File: src/ir_rx_pkg.sv
/*
  Shared constants for the IR receive capture timer: widths, reset values,
  edge select encodings and the count values it loads.
  Assumes nothing of its surroundings beyond a single system clock.
*/
package ir_rx_pkg;
  localparam int CNT_W = 16;                        // Count and interval width
  localparam logic [15:0] COUNT_ZERO   = 16'h0000;  // Counter start and reload value
  localparam logic [15:0] COUNT_MAX    = 16'hffff;  // Last value before wrap
  localparam logic [15:0] BURST_START  = 16'h0001;  // Interval value on burst entry
  localparam logic [15:0] INTERVAL_RST = 16'h0000;  // Interval reset value
  localparam logic [7:0]  BYTE_ZERO    = 8'h00;     // Carrier phase counter reset
  localparam logic [1:0]  DIV_W        = 2'h2;      // Width of prescaler exponent
  localparam logic [1:0]  SPACE_PERIODS = 2'h2;     // Carrier periods marking a space
  // Edge select encodings
  localparam logic [1:0] EDGE_FALL = 2'h0;          // Falling edges only
  localparam logic [1:0] EDGE_RISE = 2'h1;          // Rising edges only
  localparam logic [1:0] EDGE_BOTH = 2'h2;          // Both edges
  localparam logic [1:0] EDGE_NONE = 2'h3;          // No capture events
  // Carrier phase
  typedef enum logic {PH_HIGH, PH_LOW} carrier_phase_e;
endpackage : ir_rx_pkg

File: src/ir_tick_if.sv
/*
  Interface carrying the timebase ticks from the carrier generator to the
  capture logic. Assumes both ends share one clock.
*/
`timescale 1ns/1ps
interface ir_tick_if;
  logic ir_clk_tick;       // One pulse per prescaled IR clock
  logic carrier_tick;      // One pulse per complete carrier cycle
  modport source (output ir_clk_tick, output carrier_tick);
  modport sink   (input  ir_clk_tick, input  carrier_tick);
endinterface : ir_tick_if

File: src/ir_receive_capture_timer.sv
/*
  IR receive capture timer top. Synchronises the receive pin, qualifies
  edges, runs the 16-bit up counter and captures intervals, with a burst
  count mode for IR learning. Assumes software drives the control ports
  from the core clock and pulses the clear inputs to acknowledge flags.
*/
`timescale 1ns/1ps
module ir_receive_capture_timer
  import ir_rx_pkg::*;
(
  input  wire logic        CORE_CLK_IN,              // System clock, 20 MHz
  input  wire logic        RST_N_IN,                 // Asynchronous reset, low
  input  wire logic        IR_RECEIVE_PIN_IN,        // Raw receive pin
  input  wire logic        IR_DIRECTION_SELECT_IN,   // 0 receive, 1 transmit
  input  wire logic        IR_UNIT_ENABLE_IN,        // Unit enable
  input  wire logic [1:0]  RX_EDGE_SELECT_IN,        // Qualifying edges
  input  wire logic        COUNT_CLOCK_SELECT_IN,    // 0 carrier, 1 IR clock
  input  wire logic [1:0]  IR_CLOCK_DIV_IN,          // IR clock prescale exponent
  input  wire logic [15:0] CARRIER_PERIOD_REG_IN,    // High and low bytes
  input  wire logic        CAPTURE_RELOAD_ENABLE_IN, // Clear count on event
  input  wire logic        BURST_COUNT_ENABLE_IN,    // Burst count mode
  input  wire logic        IR_INTERRUPT_ENABLE_IN,   // Interrupt enable
  input  wire logic        EVENT_FLAG_CLEAR_IN,      // Pulse clears event flag
  input  wire logic        OVERFLOW_FLAG_CLEAR_IN,   // Pulse clears overflow flag
  output logic [15:0]      IR_COUNT_VALUE_OUT,       // Running count
  output logic [15:0]      IR_INTERVAL_REG_OUT,      // Capture or edge count
  output logic             IR_LEVEL_BIT_OUT,         // Level at last event
  output logic             IR_EVENT_FLAG_OUT,        // Sticky event flag
  output logic             IR_OVERFLOW_FLAG_OUT,     // Sticky overflow flag
  output logic             IR_IRQ_OUT,               // Interrupt request
  output logic             RX_ACTIVE_OUT             // Receive mode running
);
  // ----------------------------------------------------------------
  // Mode and timebase
  // ----------------------------------------------------------------
  logic rx_on;                                       // Receive mode active
  assign rx_on = IR_UNIT_ENABLE_IN && !IR_DIRECTION_SELECT_IN;

  ir_tick_if ticks ();                               // Timebase ticks

  ir_carrier_gen u_carrier (
    .clk_in                (CORE_CLK_IN),
    .rst_n_in              (RST_N_IN),
    .run_in                (rx_on),
    .div_in                (IR_CLOCK_DIV_IN),
    .carrier_period_reg_in (CARRIER_PERIOD_REG_IN),
    .ticks                 (ticks.source)
  );

  logic count_tick;                                  // Counter advance pulse
  assign count_tick = COUNT_CLOCK_SELECT_IN ? ticks.ir_clk_tick
                                            : ticks.carrier_tick;

  // ----------------------------------------------------------------
  // Pin synchroniser and edge qualification
  // ----------------------------------------------------------------
  logic sync1_reg;                                   // First stage, read by second only
  logic sync2_reg;                                   // Second stage
  logic prev_reg;                                    // Previous synced level

  // Two-stage synchroniser plus history
  always_ff @(posedge CORE_CLK_IN or negedge RST_N_IN) begin
    if (!RST_N_IN) begin
      sync1_reg <= 1'b0;
      sync2_reg <= 1'b0;
      prev_reg  <= 1'b0;
    end else begin
      sync1_reg <= IR_RECEIVE_PIN_IN;
      sync2_reg <= sync1_reg;
      prev_reg  <= sync2_reg;
    end
  end

  logic rise;                                        // Rising edge seen
  logic fall;                                        // Falling edge seen
  logic qual;                                        // Qualified event
  logic prev_valid_reg;                              // History valid in receive mode
  assign rise = prev_valid_reg && sync2_reg && !prev_reg;
  assign fall = prev_valid_reg && !sync2_reg && prev_reg;

  // Edge select decode
  always_comb begin
    qual = 1'b0;
    if (rx_on) begin
      unique case (RX_EDGE_SELECT_IN)
        EDGE_FALL: qual = fall;
        EDGE_RISE: qual = rise;
        EDGE_BOTH: qual = rise || fall;
        EDGE_NONE: qual = 1'b0;
      endcase
    end
  end

  // History only valid after one receive-mode sample
  always_ff @(posedge CORE_CLK_IN or negedge RST_N_IN) begin
    if (!RST_N_IN) begin
      prev_valid_reg <= 1'b0;
    end else begin
      prev_valid_reg <= rx_on;
    end
  end

  // ----------------------------------------------------------------
  // Counter
  // ----------------------------------------------------------------
  logic started_reg;                                 // First event seen
  logic wrap;                                        // Counter rolls over now
  assign wrap = started_reg && count_tick && (IR_COUNT_VALUE_OUT == COUNT_MAX);

  // Start latch: waits for the first qualified event
  always_ff @(posedge CORE_CLK_IN or negedge RST_N_IN) begin
    if (!RST_N_IN) begin
      started_reg <= 1'b0;
    end else if (!rx_on) begin
      started_reg <= 1'b0;
    end else if (qual) begin
      started_reg <= 1'b1;
    end
  end

  // Up counter with optional reload on event
  always_ff @(posedge CORE_CLK_IN or negedge RST_N_IN) begin
    if (!RST_N_IN) begin
      IR_COUNT_VALUE_OUT <= COUNT_ZERO;
    end else if (!rx_on) begin
      IR_COUNT_VALUE_OUT <= COUNT_ZERO;
    end else if (!started_reg) begin
      IR_COUNT_VALUE_OUT <= COUNT_ZERO;
    end else if (qual && CAPTURE_RELOAD_ENABLE_IN) begin
      IR_COUNT_VALUE_OUT <= COUNT_ZERO;
    end else if (count_tick) begin
      IR_COUNT_VALUE_OUT <= IR_COUNT_VALUE_OUT + 16'h0001;
    end
  end

  // ----------------------------------------------------------------
  // Capture, level and burst count
  // ----------------------------------------------------------------
  logic burst_prev_reg;                              // Burst enable history
  logic burst_entry;                                 // Burst enable rose
  logic capture;                                     // Standard-mode capture
  assign burst_entry = BURST_COUNT_ENABLE_IN && !burst_prev_reg;
  assign capture     = qual && started_reg && !BURST_COUNT_ENABLE_IN;

  // Burst enable edge detect
  always_ff @(posedge CORE_CLK_IN or negedge RST_N_IN) begin
    if (!RST_N_IN) begin
      burst_prev_reg <= 1'b0;
    end else begin
      burst_prev_reg <= BURST_COUNT_ENABLE_IN;
    end
  end

  // Interval register: capture or edge count
  always_ff @(posedge CORE_CLK_IN or negedge RST_N_IN) begin
    if (!RST_N_IN) begin
      IR_INTERVAL_REG_OUT <= INTERVAL_RST;
    end else if (burst_entry) begin
      IR_INTERVAL_REG_OUT <= BURST_START;
    end else if (BURST_COUNT_ENABLE_IN && qual) begin
      IR_INTERVAL_REG_OUT <= IR_INTERVAL_REG_OUT + 16'h0001;
    end else if (capture) begin
      IR_INTERVAL_REG_OUT <= IR_COUNT_VALUE_OUT;
    end
  end

  // Level bit follows the pin on later events
  always_ff @(posedge CORE_CLK_IN or negedge RST_N_IN) begin
    if (!RST_N_IN) begin
      IR_LEVEL_BIT_OUT <= 1'b0;
    end else if (qual && started_reg) begin
      IR_LEVEL_BIT_OUT <= rise;
    end
  end

  // ----------------------------------------------------------------
  // Space detector for burst mode
  // ----------------------------------------------------------------
  logic [1:0] idle_reg;                              // Carrier periods without edge
  logic       space_hit;                             // Space start detected
  assign space_hit = BURST_COUNT_ENABLE_IN && rx_on && !qual &&
                     ticks.carrier_tick && (idle_reg == SPACE_PERIODS - 2'h1);

  // Idle period counter, fires once per space
  always_ff @(posedge CORE_CLK_IN or negedge RST_N_IN) begin
    if (!RST_N_IN) begin
      idle_reg <= 2'h0;
    end else if (!rx_on || !BURST_COUNT_ENABLE_IN || qual) begin
      idle_reg <= 2'h0;
    end else if (ticks.carrier_tick && idle_reg < SPACE_PERIODS) begin
      idle_reg <= idle_reg + 2'h1;
    end
  end

  // ----------------------------------------------------------------
  // Flags and interrupt
  // ----------------------------------------------------------------
  logic ev_set;                                      // Event flag set source
  assign ev_set = capture || space_hit;

  // Event flag, set wins over clear
  always_ff @(posedge CORE_CLK_IN or negedge RST_N_IN) begin
    if (!RST_N_IN) begin
      IR_EVENT_FLAG_OUT <= 1'b0;
    end else if (ev_set) begin
      IR_EVENT_FLAG_OUT <= 1'b1;
    end else if (EVENT_FLAG_CLEAR_IN) begin
      IR_EVENT_FLAG_OUT <= 1'b0;
    end
  end

  // Overflow flag, set wins over clear
  always_ff @(posedge CORE_CLK_IN or negedge RST_N_IN) begin
    if (!RST_N_IN) begin
      IR_OVERFLOW_FLAG_OUT <= 1'b0;
    end else if (wrap && !(qual && CAPTURE_RELOAD_ENABLE_IN)) begin
      IR_OVERFLOW_FLAG_OUT <= 1'b1;
    end else if (OVERFLOW_FLAG_CLEAR_IN) begin
      IR_OVERFLOW_FLAG_OUT <= 1'b0;
    end
  end

  // Interrupt request, registered from flags and enable
  always_ff @(posedge CORE_CLK_IN or negedge RST_N_IN) begin
    if (!RST_N_IN) begin
      IR_IRQ_OUT <= 1'b0;
    end else begin
      IR_IRQ_OUT <= IR_INTERRUPT_ENABLE_IN &&
                    (IR_EVENT_FLAG_OUT || IR_OVERFLOW_FLAG_OUT);
    end
  end

  // Receive-active status
  always_ff @(posedge CORE_CLK_IN or negedge RST_N_IN) begin
    if (!RST_N_IN) begin
      RX_ACTIVE_OUT <= 1'b0;
    end else begin
      RX_ACTIVE_OUT <= rx_on;
    end
  end
endmodule : ir_receive_capture_timer

File: src/ir_carrier_gen.sv
/*
  Prescaler and carrier cycle generator. Emits an IR clock tick every
  2**div system clocks and a carrier tick at the end of each low portion.
  Assumes the carrier period word is stable from the core clock domain.
*/
`timescale 1ns/1ps
module ir_carrier_gen
  import ir_rx_pkg::*;
(
  input  wire logic        clk_in,          // System clock
  input  wire logic        rst_n_in,        // Asynchronous reset, low
  input  wire logic        run_in,          // Generator runs while high
  input  wire logic [1:0]  div_in,          // Prescaler exponent
  input  wire logic [15:0] carrier_period_reg_in, // High byte, low byte
  ir_tick_if.source        ticks
);
  // ----------------------------------------------------------------
  // Prescaler
  // ----------------------------------------------------------------
  logic [2:0] pre_reg;                       // Free prescale counter
  logic       pre_hit;                       // Prescale terminal count
  logic [2:0] pre_mask;                      // Low bits that must be all ones

  assign pre_mask = 3'((4'h1 << div_in) - 4'h1);
  assign pre_hit  = ((pre_reg & pre_mask) == pre_mask);

  // Prescale counter, held clear while stopped
  always_ff @(posedge clk_in or negedge rst_n_in) begin
    if (!rst_n_in) begin
      pre_reg <= 3'h0;
    end else if (!run_in) begin
      pre_reg <= 3'h0;
    end else begin
      pre_reg <= pre_reg + 3'h1;
    end
  end

  // ----------------------------------------------------------------
  // Carrier phases
  // ----------------------------------------------------------------
  carrier_phase_e phase_reg;                 // Current carrier portion
  logic [7:0]     phase_cnt_reg;             // IR clocks spent in portion
  logic [7:0]     phase_len;                 // Byte value of current portion
  logic [7:0]     carrier_high_count;        // High portion byte
  logic [7:0]     carrier_low_count;         // Low portion byte

  assign carrier_high_count = carrier_period_reg_in[15:8];
  assign carrier_low_count  = carrier_period_reg_in[7:0];
  assign phase_len = (phase_reg == PH_HIGH) ? carrier_high_count : carrier_low_count;

  // Each portion lasts its byte value plus one IR clocks
  always_ff @(posedge clk_in or negedge rst_n_in) begin
    if (!rst_n_in) begin
      phase_reg     <= PH_HIGH;
      phase_cnt_reg <= BYTE_ZERO;
    end else if (!run_in) begin
      phase_reg     <= PH_HIGH;
      phase_cnt_reg <= BYTE_ZERO;
    end else if (pre_hit) begin
      if (phase_cnt_reg == phase_len) begin  // Portion done
        phase_cnt_reg <= BYTE_ZERO;
        phase_reg     <= (phase_reg == PH_HIGH) ? PH_LOW : PH_HIGH;
      end else begin
        phase_cnt_reg <= phase_cnt_reg + 8'h1;
      end
    end
  end

  // Tick pulses, registered
  always_ff @(posedge clk_in or negedge rst_n_in) begin
    if (!rst_n_in) begin
      ticks.ir_clk_tick  <= 1'b0;
      ticks.carrier_tick <= 1'b0;
    end else begin
      ticks.ir_clk_tick  <= run_in && pre_hit;
      ticks.carrier_tick <= run_in && pre_hit && (phase_reg == PH_LOW) &&
                            (phase_cnt_reg == phase_len);
    end
  end
endmodule : ir_carrier_gen

File: config.mk
export PLATFORM = sky130hd
export DESIGN_NAME = ir_receive_capture_timer
export DESIGN_NICKNAME = d
export VERILOG_FILES = /design/src/ir_rx_pkg.sv /design/src/ir_tick_if.sv /design/src/ir_receive_capture_timer.sv /design/src/ir_carrier_gen.sv
export SDC_FILE = /design/constraint.sdc
export NUM_CORES = 1
export LEC_CHECK = 0
export ABC_AREA = 1
export BUFFER_PORTS_ARGS = -buffer_cell sky130_fd_sc_hd__buf_4
export CORE_UTILIZATION = 30
export CTS_CLUSTER_DIAMETER = 120
export DETAILED_ROUTE_END_ITERATION = 8
export GPL_TIMING_DRIVEN = 0
export PLACE_DENSITY = 0.55
export SYNTH_ARGS = -nofsm -noshare
export SYNTH_HDL_FRONTEND = slang
export SYNTH_SLANG_ARGS = --single-unit
File: constraint.sdc
create_clock -name CORE_CLK_IN -period 1.8 [get_ports CORE_CLK_IN]
set_input_delay 0.18 -clock CORE_CLK_IN [delete_from_list [all_inputs] [get_ports CORE_CLK_IN]]
set_output_delay 0.18 -clock CORE_CLK_IN [all_outputs]
set_load 0.02 [all_outputs]
# Yosys cells after proc, flatten, opt, wreduce, memory -nomap -nowiden

Cells that the tools add are included.

Add/subtract/negate cells: 6
Order comparisons: 1
Eq/ne operators: 11
Shifts and indexed selects: 1
Multiplexer cells: 27
Bitwise operators: 1
Reductions and logical operators: 41

Operator list:

| operator                | number |
|---|---|
| $mux W16                | 7 |
| $add A16 B1 Y16 const B | 2 |
| $mux W8                 | 4 |
| $logic_and A1 B1 Y1     | 22 |
| $eq A16 B16 Y1 const B  | 1 |
| $mux W1                 | 12 |
| $add A8 B1 Y8 const B   | 1 |
| $eq A8 B8 Y1            | 1 |
| $logic_not A1 Y1        | 8 |
| $ne A2 B1 Y1 const B    | 3 |
| $reduce_bool A2 Y1      | 3 |
| $logic_or A1 B1 Y1      | 5 |
| $eq A2 B1 Y1 const B    | 2 |
| $eq A2 B2 Y1 const B    | 2 |
| $mux W2                 | 2 |
| $ne A4 B3 Y1 const B    | 1 |
| $pmux W1 S4             | 1 |
| $add A3 B1 Y3 const B   | 1 |
| $and A3 B3 Y3           | 1 |
| $eq A3 B3 Y1            | 1 |
| $mux W3                 | 1 |
| $reduce_bool A3 Y1      | 1 |
| $shl A1 B2 Y3 const A   | 1 |
| $sub A3 B1 Y3 const B   | 1 |
| 4 further kinds         | 4 |

Flip-flop bits (word level): 58
Input port bits: 31

# Longest topological paths before layout

Gate-level depths: netlist of run 1.

Word-level depth: 12
Mapped depth: 12
Gate-level depth less buffers: 12

# By module

A second synthesis of run 1 with hierarchy kept.

Cell total of the unflattened synthesis: 513
Area, all modules: 3729.8 µm²

Modules (own cells, without submodules):

| module                   | instances | cells each | area each (µm²) |
|---|---|---|---|
| ir_receive_capture_timer | 1         | 367        | 2750.1 |
| ir_carrier_gen           | 1         | 146        | 979.7 |

# Worst setup path before layout of run 1

Ideal clock, no wire load.

Path type: reg-to-reg
From: register IR_INTERVAL_REG_OUT[0]
To: register IR_INTERVAL_REG_OUT[12]
Setup time: 0.118 ns
Arrival time: 1.546 ns
Required time: 1.682 ns
Setup slack: 0.136 ns
Stages on the path, launching flop included: 9
Clock period less this slack: 1.664 ns
Cell sequence: dfrtp_1 ha_1 nand3_1 nor2_1 nand3_1 o21ai_0 nand3_1 nand3_1 nand2_1

Cells in the longest elaborated chain, start to end: 3

Ends and longest elaborated chain:

| item                   | RTL line                        | source |
|---|---|---|
| from (decl)            | ir_receive_capture_timer.sv:26  | `output logic [15:0] IR_INTERVAL_REG_OUT,` |
| from (signal assigned) | ir_receive_capture_timer.sv:161 | `IR_INTERVAL_REG_OUT <= IR_INTERVAL_REG_OUT + 16'h0001;` |
| $add A16 B1 Y16        | ir_receive_capture_timer.sv:161 |  |
| $mux W16               | ir_receive_capture_timer.sv:160 | `end else if (BURST_COUNT_ENABLE_IN && qual) begin` |
| $mux W16               | ir_receive_capture_timer.sv:158 | `end else if (burst_entry) begin` |

Every way passes these cells.
A chain may end at the register's enable or synchronous reset.

# Worst setup path in the final report of run 1

From: register IR_INTERVAL_REG_OUT[0]
To: register IR_INTERVAL_REG_OUT[8]

Same word-level chain as after synthesis.

==> results_dict.tcl, run 1 <==
set metrics [dict create \
    outcome "complete, no violations" \
    grt_max_degree 59 \
    crit_fanout 8 \
    async_flop_share 1.000 \
    synth_edf_count 0 \
    root_buffer "clkbuf_16" \
    crit_buf_inv 0 \
    met1_usage 0.1972 \
    whs_ps 34.28 \
    path_clk_slew_ps 50 \
    drt-total-wl_mm 8.911 \
    crit_chain "ha_1 -> nand3_2 -> nor2_4 -> nand3_1 -> xor2_1 -> nand2_1 -> nand2_1 -> nand2_1 -> nand2_1" \
    drive_above_1_share 0.2165 \
    syn_nets 518 \
    dr.pass1.iters 4 \
    htree_levels 3 \
    powerDensity_nw_per_um2 767.0 \
    gr-usage-all-layers 0.1634 \
    path_class "reg -> reg" \
    cpMaxStageDelayCell "dfrtp_2" \
    synth_top_cells_by_count "160 x nand2_1, 58 x dfrtp_1, 58 x inv_1" \
    die-height_um 109.8 \
    top_usage_layer "met2" \
    via_per_inst 4.669 \
    synth_xor_area_frac 0.02762 \
    synth_compound_area_frac 0.09684 \
    grt_pass1_wl_mm 15.15 \
    p_leak_nw 2.233 \
    clock_sinks 58 \
    core_area_um2 11370 \
    tightestPinTransition_ps 762.1 \
    synth_cells 482 \
    netlist_area_um2 3488 \
    clock.fmax_ghz 0.6068 \
    drt_iter0_markers 167 \
    place.gp.congestion 0.8376 \
    initial_core_util 0.3068 \
    post_cts_buffers 0 \
    slew_violations 0 \
    n_fill_cell 1133 \
    vias 3320 \
    synth_top_area_frac 0.4161 \
    fin_nets 599 \
    end_kind "register" \
    synth_fa_ha_area_frac 0.01793 \
    crit_family "simple AND/OR/NAND/NOR gates" \
    muxShareOfSynthArea 0 \
    grt_pass1_vias 3224 \
    cp-start-kind "register" \
    areaGrowthSynthToFinish_pct 31.06 \
    finalHoldViolCount 0 \
    synth.most_common_cell "nand2_1" \
    post-route-period-util 0.9156 \
    setup_viol 0 \
    drc 0 \
    netlist_top_cells_area "dfrtp_1 42%, nand2_1 17%, nand3_1 6.7%, inv_1 6.2%, o21ai_0 4.3%" \
    yosysTopAreaCell "dfrtp_1" \
    synthDistinctLibCells 35 \
    io_buffers 67 \
    io_pins 68 \
    skew_ps 7.368 \
    synth_top_family_by_area "simple AND/OR/NAND/NOR gates" \
    critPathRequiredTime_ps 2020 \
    post-route-min-period_ps 1648 \
    clkLatencyLatePin_ps 330 \
    wl_per_cell_um 12.53 \
    tritoncts "yes" \
    cts_buffers 9 \
    synth-seq-cells 58 \
    clockBufferDepth 2 \
    syn_area_per_cell_um2 7.237 \
    total_power_w 0.003507 \
    slew_headroom 0.4919 \
    antenna_cells 0 \
    synth-simple-area-share 0.3522 \
    rsz0062_at_grt "false" \
    rows 39 \
    dp_hpwl_mm 6.617 \
    maxCapViolCount 0 \
    synth_ff_type "dfrtp_1" \
    antenna_found_initial 0 \
    crit_path_max_incr_delay_ps 440 \
    ir_worst_vdd_mv 0.4695 \
    cpMostUsedCell "nand2_1" \
    antenna_left 0 \
    die_w_um 109.8 \
    dieArea_um2 12060 \
    grt_use_met3 0.04386 \
    min_path_type "in -> reg" \
    globalRouteMet2Util 0.2799 \
    yosys_warnings 0 \
    overflow 0 \
    arrival_ps 1870 \
    synth-seq-area-share 0.4161 \
]
-- worst register-to-register path, cell delays in order (launching register included) --
cell,delay [ps]
dfrtp_2,440
ha_1,240
nand3_2,150
nor2_4,150
nand3_1,160
xor2_1,180
nand2_1,70
nand2_1,50
nand2_1,60
nand2_1,50
-- per-stage QoR --
stage | TNS [ps] | instance area (µm²) | instances | util | setup slack, ps
2_1_floorplan | 0 | 3488 | 482 | - | 136.4
3_3_place_gp | -58.97 | 4170 | 692 | 0.3668 | -58.97
3_5_place_dp | -99.41 | 4170 | 692 | 0.3668 | -73.46
4_1_cts | 0 | 4542 | 711 | 0.3995 | 2.167
5_1_grt | 0 | 4572 | 711 | 0.4021 | 0.1636
6_report | 0 | 4572 | 711 | 0.4021 | 152.0
-- layout by cell type, fill, tap and decap left out, types with 2 or more instances in the layout --
| master | n |
|---|---|
| a21oi_1 | 17 |
| buf_4 | 69 |
| buf_6 | 4 |
| bufinv_16 | 2 |
| clkbuf_16 | 9 |
| clkbuf_8 | 3 |
| clkinv_2 | 2 |
| dfrtp_1 | 55 |
| dfrtp_2 | 3 |
| dlygate4sd3_1 | 3 |
| ha_1 | 5 |
| inv_1 | 58 |
| inv_2 | 6 |
| nand2_1 | 160 |
| nand2_2 | 3 |
| nand3_1 | 45 |
| nand3_2 | 6 |
| nand4_1 | 6 |
| nor2_1 | 28 |
| nor2_2 | 5 |
| nor2_4 | 4 |
| nor3_1 | 9 |
| o21ai_0 | 29 |
| o21ai_1 | 7 |
| o21bai_1 | 2 |
| o22ai_1 | 3 |
| xnor2_1 | 3 |
| xor2_1 | 8 |
-- per-layer routing --
layer  vias up  wire length [µm]
met2        79              4373
met3         5               469
li1       1723                 -
met5         -                 0
met1      1513              3984
met4         0                83
-- final cells by class --
cell class                 count  area [µm²]  area share
multi-input combinational    352        1754      0.3837
sequential                    58        1455      0.3183
timing repair buffer          70       533.0      0.1166
clock buffer                  12       266.5     0.05829
inverter                      66       251.5     0.05501
tap                          143       178.9     0.03914
clock inverter                 4       72.57     0.01587
buffer                         6       60.06     0.01314
-- final timing paths --
check | start | end | slack (ps) | cells after the start
setup / recovery | IR_INTERVAL_REG_OUT[0]$_DFFE_PN0P_ | IR_INTERVAL_REG_OUT[8]$_DFFE_PN0P_ | 150 | 9
setup reg to reg | IR_INTERVAL_REG_OUT[0]$_DFFE_PN0P_ | IR_INTERVAL_REG_OUT[8]$_DFFE_PN0P_ | 150 | 9
min in group asynchronous | RST_N_IN | IR_INTERVAL_REG_OUT[12]$_DFFE_PN0P_ | 470 | 2
max in group asynchronous | RST_N_IN | IR_COUNT_VALUE_OUT[1]$_DFFE_PN0P_ | 780 | 2
hold / removal | OVERFLOW_FLAG_CLEAR_IN | IR_OVERFLOW_FLAG_OUT$_DFFE_PN0P_ | 30 | 2
hold reg to reg | sync1_reg$_DFF_PN0_ | sync2_reg$_DFF_PN0_ | 350 | 0
-- kinds of logic after synthesis --
group / Yosys count
xor gates and xnor gates: 11
adders and majority gates: 5
AOI/OAI and AO/OA: 63
DFF: 58
buffers and inverters: 72
and+or+nand+nor: 273
-- timing repair --
item / 4_1_cts / 5_1_grt
hold endpoints to repair: 60 / 0
pin swaps: 0 / 1
gates resized for setup: 1 / 10
endpoints found under the setup margin: 2 / 15
hold buffers: 3 / 0
-- report_power, final --
group	switching, W	internal [W]	leakage [nW]
Combinational	0.000130	0.0000974	1.28
Sequential	0.0000311	0.00133	0.792
Clock	0.000598	0.00132	0.165
No activity file was read; power rests on OpenSTA's default activity.
==> inputs of run 2 (changes only) <==
BUFFER_PORTS_ARGS = unset   (was -buffer_cell sky130_fd_sc_hd__buf_4)
DONT_BUFFER_PORTS = 1   (was unset)
PLACE_DENSITY = 0.5   (was 0.55)
==> run 2 against run 1 <==
  * Sequential share of layout area grew 3.4 points
  * First-iteration DRC count down 2.4%
  * Clock power down 16%
  * Final cell count decreased by 8.3%
  * Die area unchanged
  * Combinational power shrank 28%
  * Critical path type unchanged
  * Critical endpoint is now IR_INTERVAL_REG_OUT[0]$_DFFE_PN0P_
==> results_dict.tcl, run 2 (synthesis results as in run 1) <==
set metrics [dict create \
    outcome "complete, no violations" \
    hold_start "IR_CLOCK_DIV_IN[1]" \
    final_cell_mix "159 x nand2_1, 58 x inv_1, 49 x dfrtp_1, 44 x nand3_1, 29 x o21ai_0" \
    path_class "reg -> reg" \
    cts_buffers 9 \
    clockBufferDepth 2 \
    die-height_um 109.8 \
    antenna_left 0 \
    wl_per_cell_um 13.58 \
    end_kind "register" \
    ir_worst_vdd_mv 0.5673 \
    grt_max_degree 59 \
    tightestPinTransition_ps 511.3 \
    io_buffers 0 \
    place_ws_ps -165.1 \
    drt-total-wl_mm 8.853 \
    rows 39 \
    critPathRequiredTime_ps 2000 \
    maxCapViolCount 0 \
    drc 0 \
    finalHoldViolCount 0 \
    tritoncts "yes" \
    fin_ws_ps 125.7 \
    path_clk_slew_ps 50 \
    cp-start-kind "register" \
    dieArea_um2 12060 \
    setup_viol 0 \
    clkLatencyLatePin_ps 330 \
    via_per_inst 4.713 \
    p_leak_nw 1.913 \
    grt_pass1_wl_mm 14.10 \
    final_area_um2 4156 \
    die_w_um 109.8 \
    io_pins 68 \
    gr-usage-all-layers 0.1538 \
    place.gp.congestion 0.8631 \
    skew_ps 7.648 \
    vias 3073 \
    core_area_um2 11370 \
    cpMaxStageDelayCell "dfrtp_2" \
    dp_hpwl_mm 6.497 \
    crit_chain "nand2_1 -> nor2_2 -> nand2_1 -> nand2_2 -> nand2_4 -> clkinv_2 -> buf_6 -> o21ai_0 -> o21ai_0" \
    fin_tns_setup_ps 0 \
    drive_above_1_share 0.1375 \
    antenna_cells 0 \
    root_buffer "clkbuf_16" \
    clock_sinks 58 \
    fin_nets 540 \
    post-route-period-util 0.9302 \
    antenna_found_initial 0 \
    cp-startpoint "RX_ACTIVE_OUT$_DFF_PN0_" \
    overflow 0 \
    crit_family "simple AND/OR/NAND/NOR gates" \
    clock.fmax_ghz 0.5973 \
    slew_headroom 0.6579 \
    crit_fanout 10 \
    worstReg2RegStart "RX_ACTIVE_OUT$_DFF_PN0_" \
    crit_path_max_incr_delay_ps 450 \
    grt_pass1_vias 2788 \
    crit_buf_inv 2 \
    dpl_cell_area_um2 3667 \
    drt_iter0_markers 163 \
    areaGrowthSynthToFinish_pct 19.15 \
    dr.pass1.iters 4 \
    final_common_cell "nand2_1" \
    slew_violations 0 \
    min_path_type "in -> reg" \
    post-route-min-period_ps 1674 \
    arrival_ps 1880 \
    powerDensity_nw_per_um2 761.0 \
    htree_levels 3 \
    initial_core_util 0.3068 \
]
-- run 2: area by class of cell --
class                   instances  area (µm²)
fillers                      1184        7213
multi-input cells             352        1799
flip-flops and latches         58        1463
clock buffers                  14       274.0
inverters                      66       251.5
well taps                     143       178.9
repair buffers                 11       120.1
plain buffers                   6       60.06
clock inverters                 2       10.01
-- run 2: report_power, final --
part / leakage (nW) / switching [W] / internal [W] / total (W)
logic: 0.988 / 0.000106 / 0.0000580 / 0.000164
registers: 0.782 / 0.0000470 / 0.00133 / 0.00138
clock network: 0.143 / 0.000584 / 0.00104 / 0.00162
-- run 2: stage by stage --
| step | cells | utilization | power (W) | hold WS (ps) |
|---|---|---|---|---|
| final | 652 | 0.3656 | 0.003163 | 130.4 |
| after global routing | 652 | 0.3656 | 0.003285 | 143.8 |
| after CTS | 649 | 0.3568 | 0.003198 | 42.04 |
| after detailed placement | 625 | 0.3225 | 0.001508 | -112.8 |
| after global placement | 625 | 0.3225 | 0.001504 | -113.5 |
| after floorplan | 482 | - | 0.001476 | -115.6 |
-- run 2: path summary, 6_finish.rpt --
kind / slack [ps] / endpoint / depth (start not counted)
worst max register to register: 130 / IR_INTERVAL_REG_OUT[0]$_DFFE_PN0P_ / 9
max in group asynchronous: 1130 / IR_COUNT_VALUE_OUT[0]$_DFFE_PN0P_ / 2
worst min register to register: 350 / sync2_reg$_DFF_PN0_ / 0
worst max-delay path: 130 / IR_INTERVAL_REG_OUT[0]$_DFFE_PN0P_ / 9
worst min-delay path: 130 / u_carrier.ticks.ir_clk_tick$_DFF_PN0_ / 2
min in group asynchronous: 400 / IR_INTERVAL_REG_OUT[12]$_DFFE_PN0P_ / 2
-- run 2: metal layers --
layer  global-route usage  vias up  share of wire
li1                     -     1595              -
met1               0.1885     1400           0.44
met2               0.2545       68           0.49
met3              0.04268       10          0.061
met4              0.06000        0          0.012
met5                    0        -              0
-- run 2: what timing repair did --
action	in CTS	in global routing
endpoints found under the hold margin	64	0
setup buffers	0	3
pin swaps	0	2
setup endpoints to repair	6	28
gates cloned	0	0
hold buffers	8	0
resized for setup	5	21
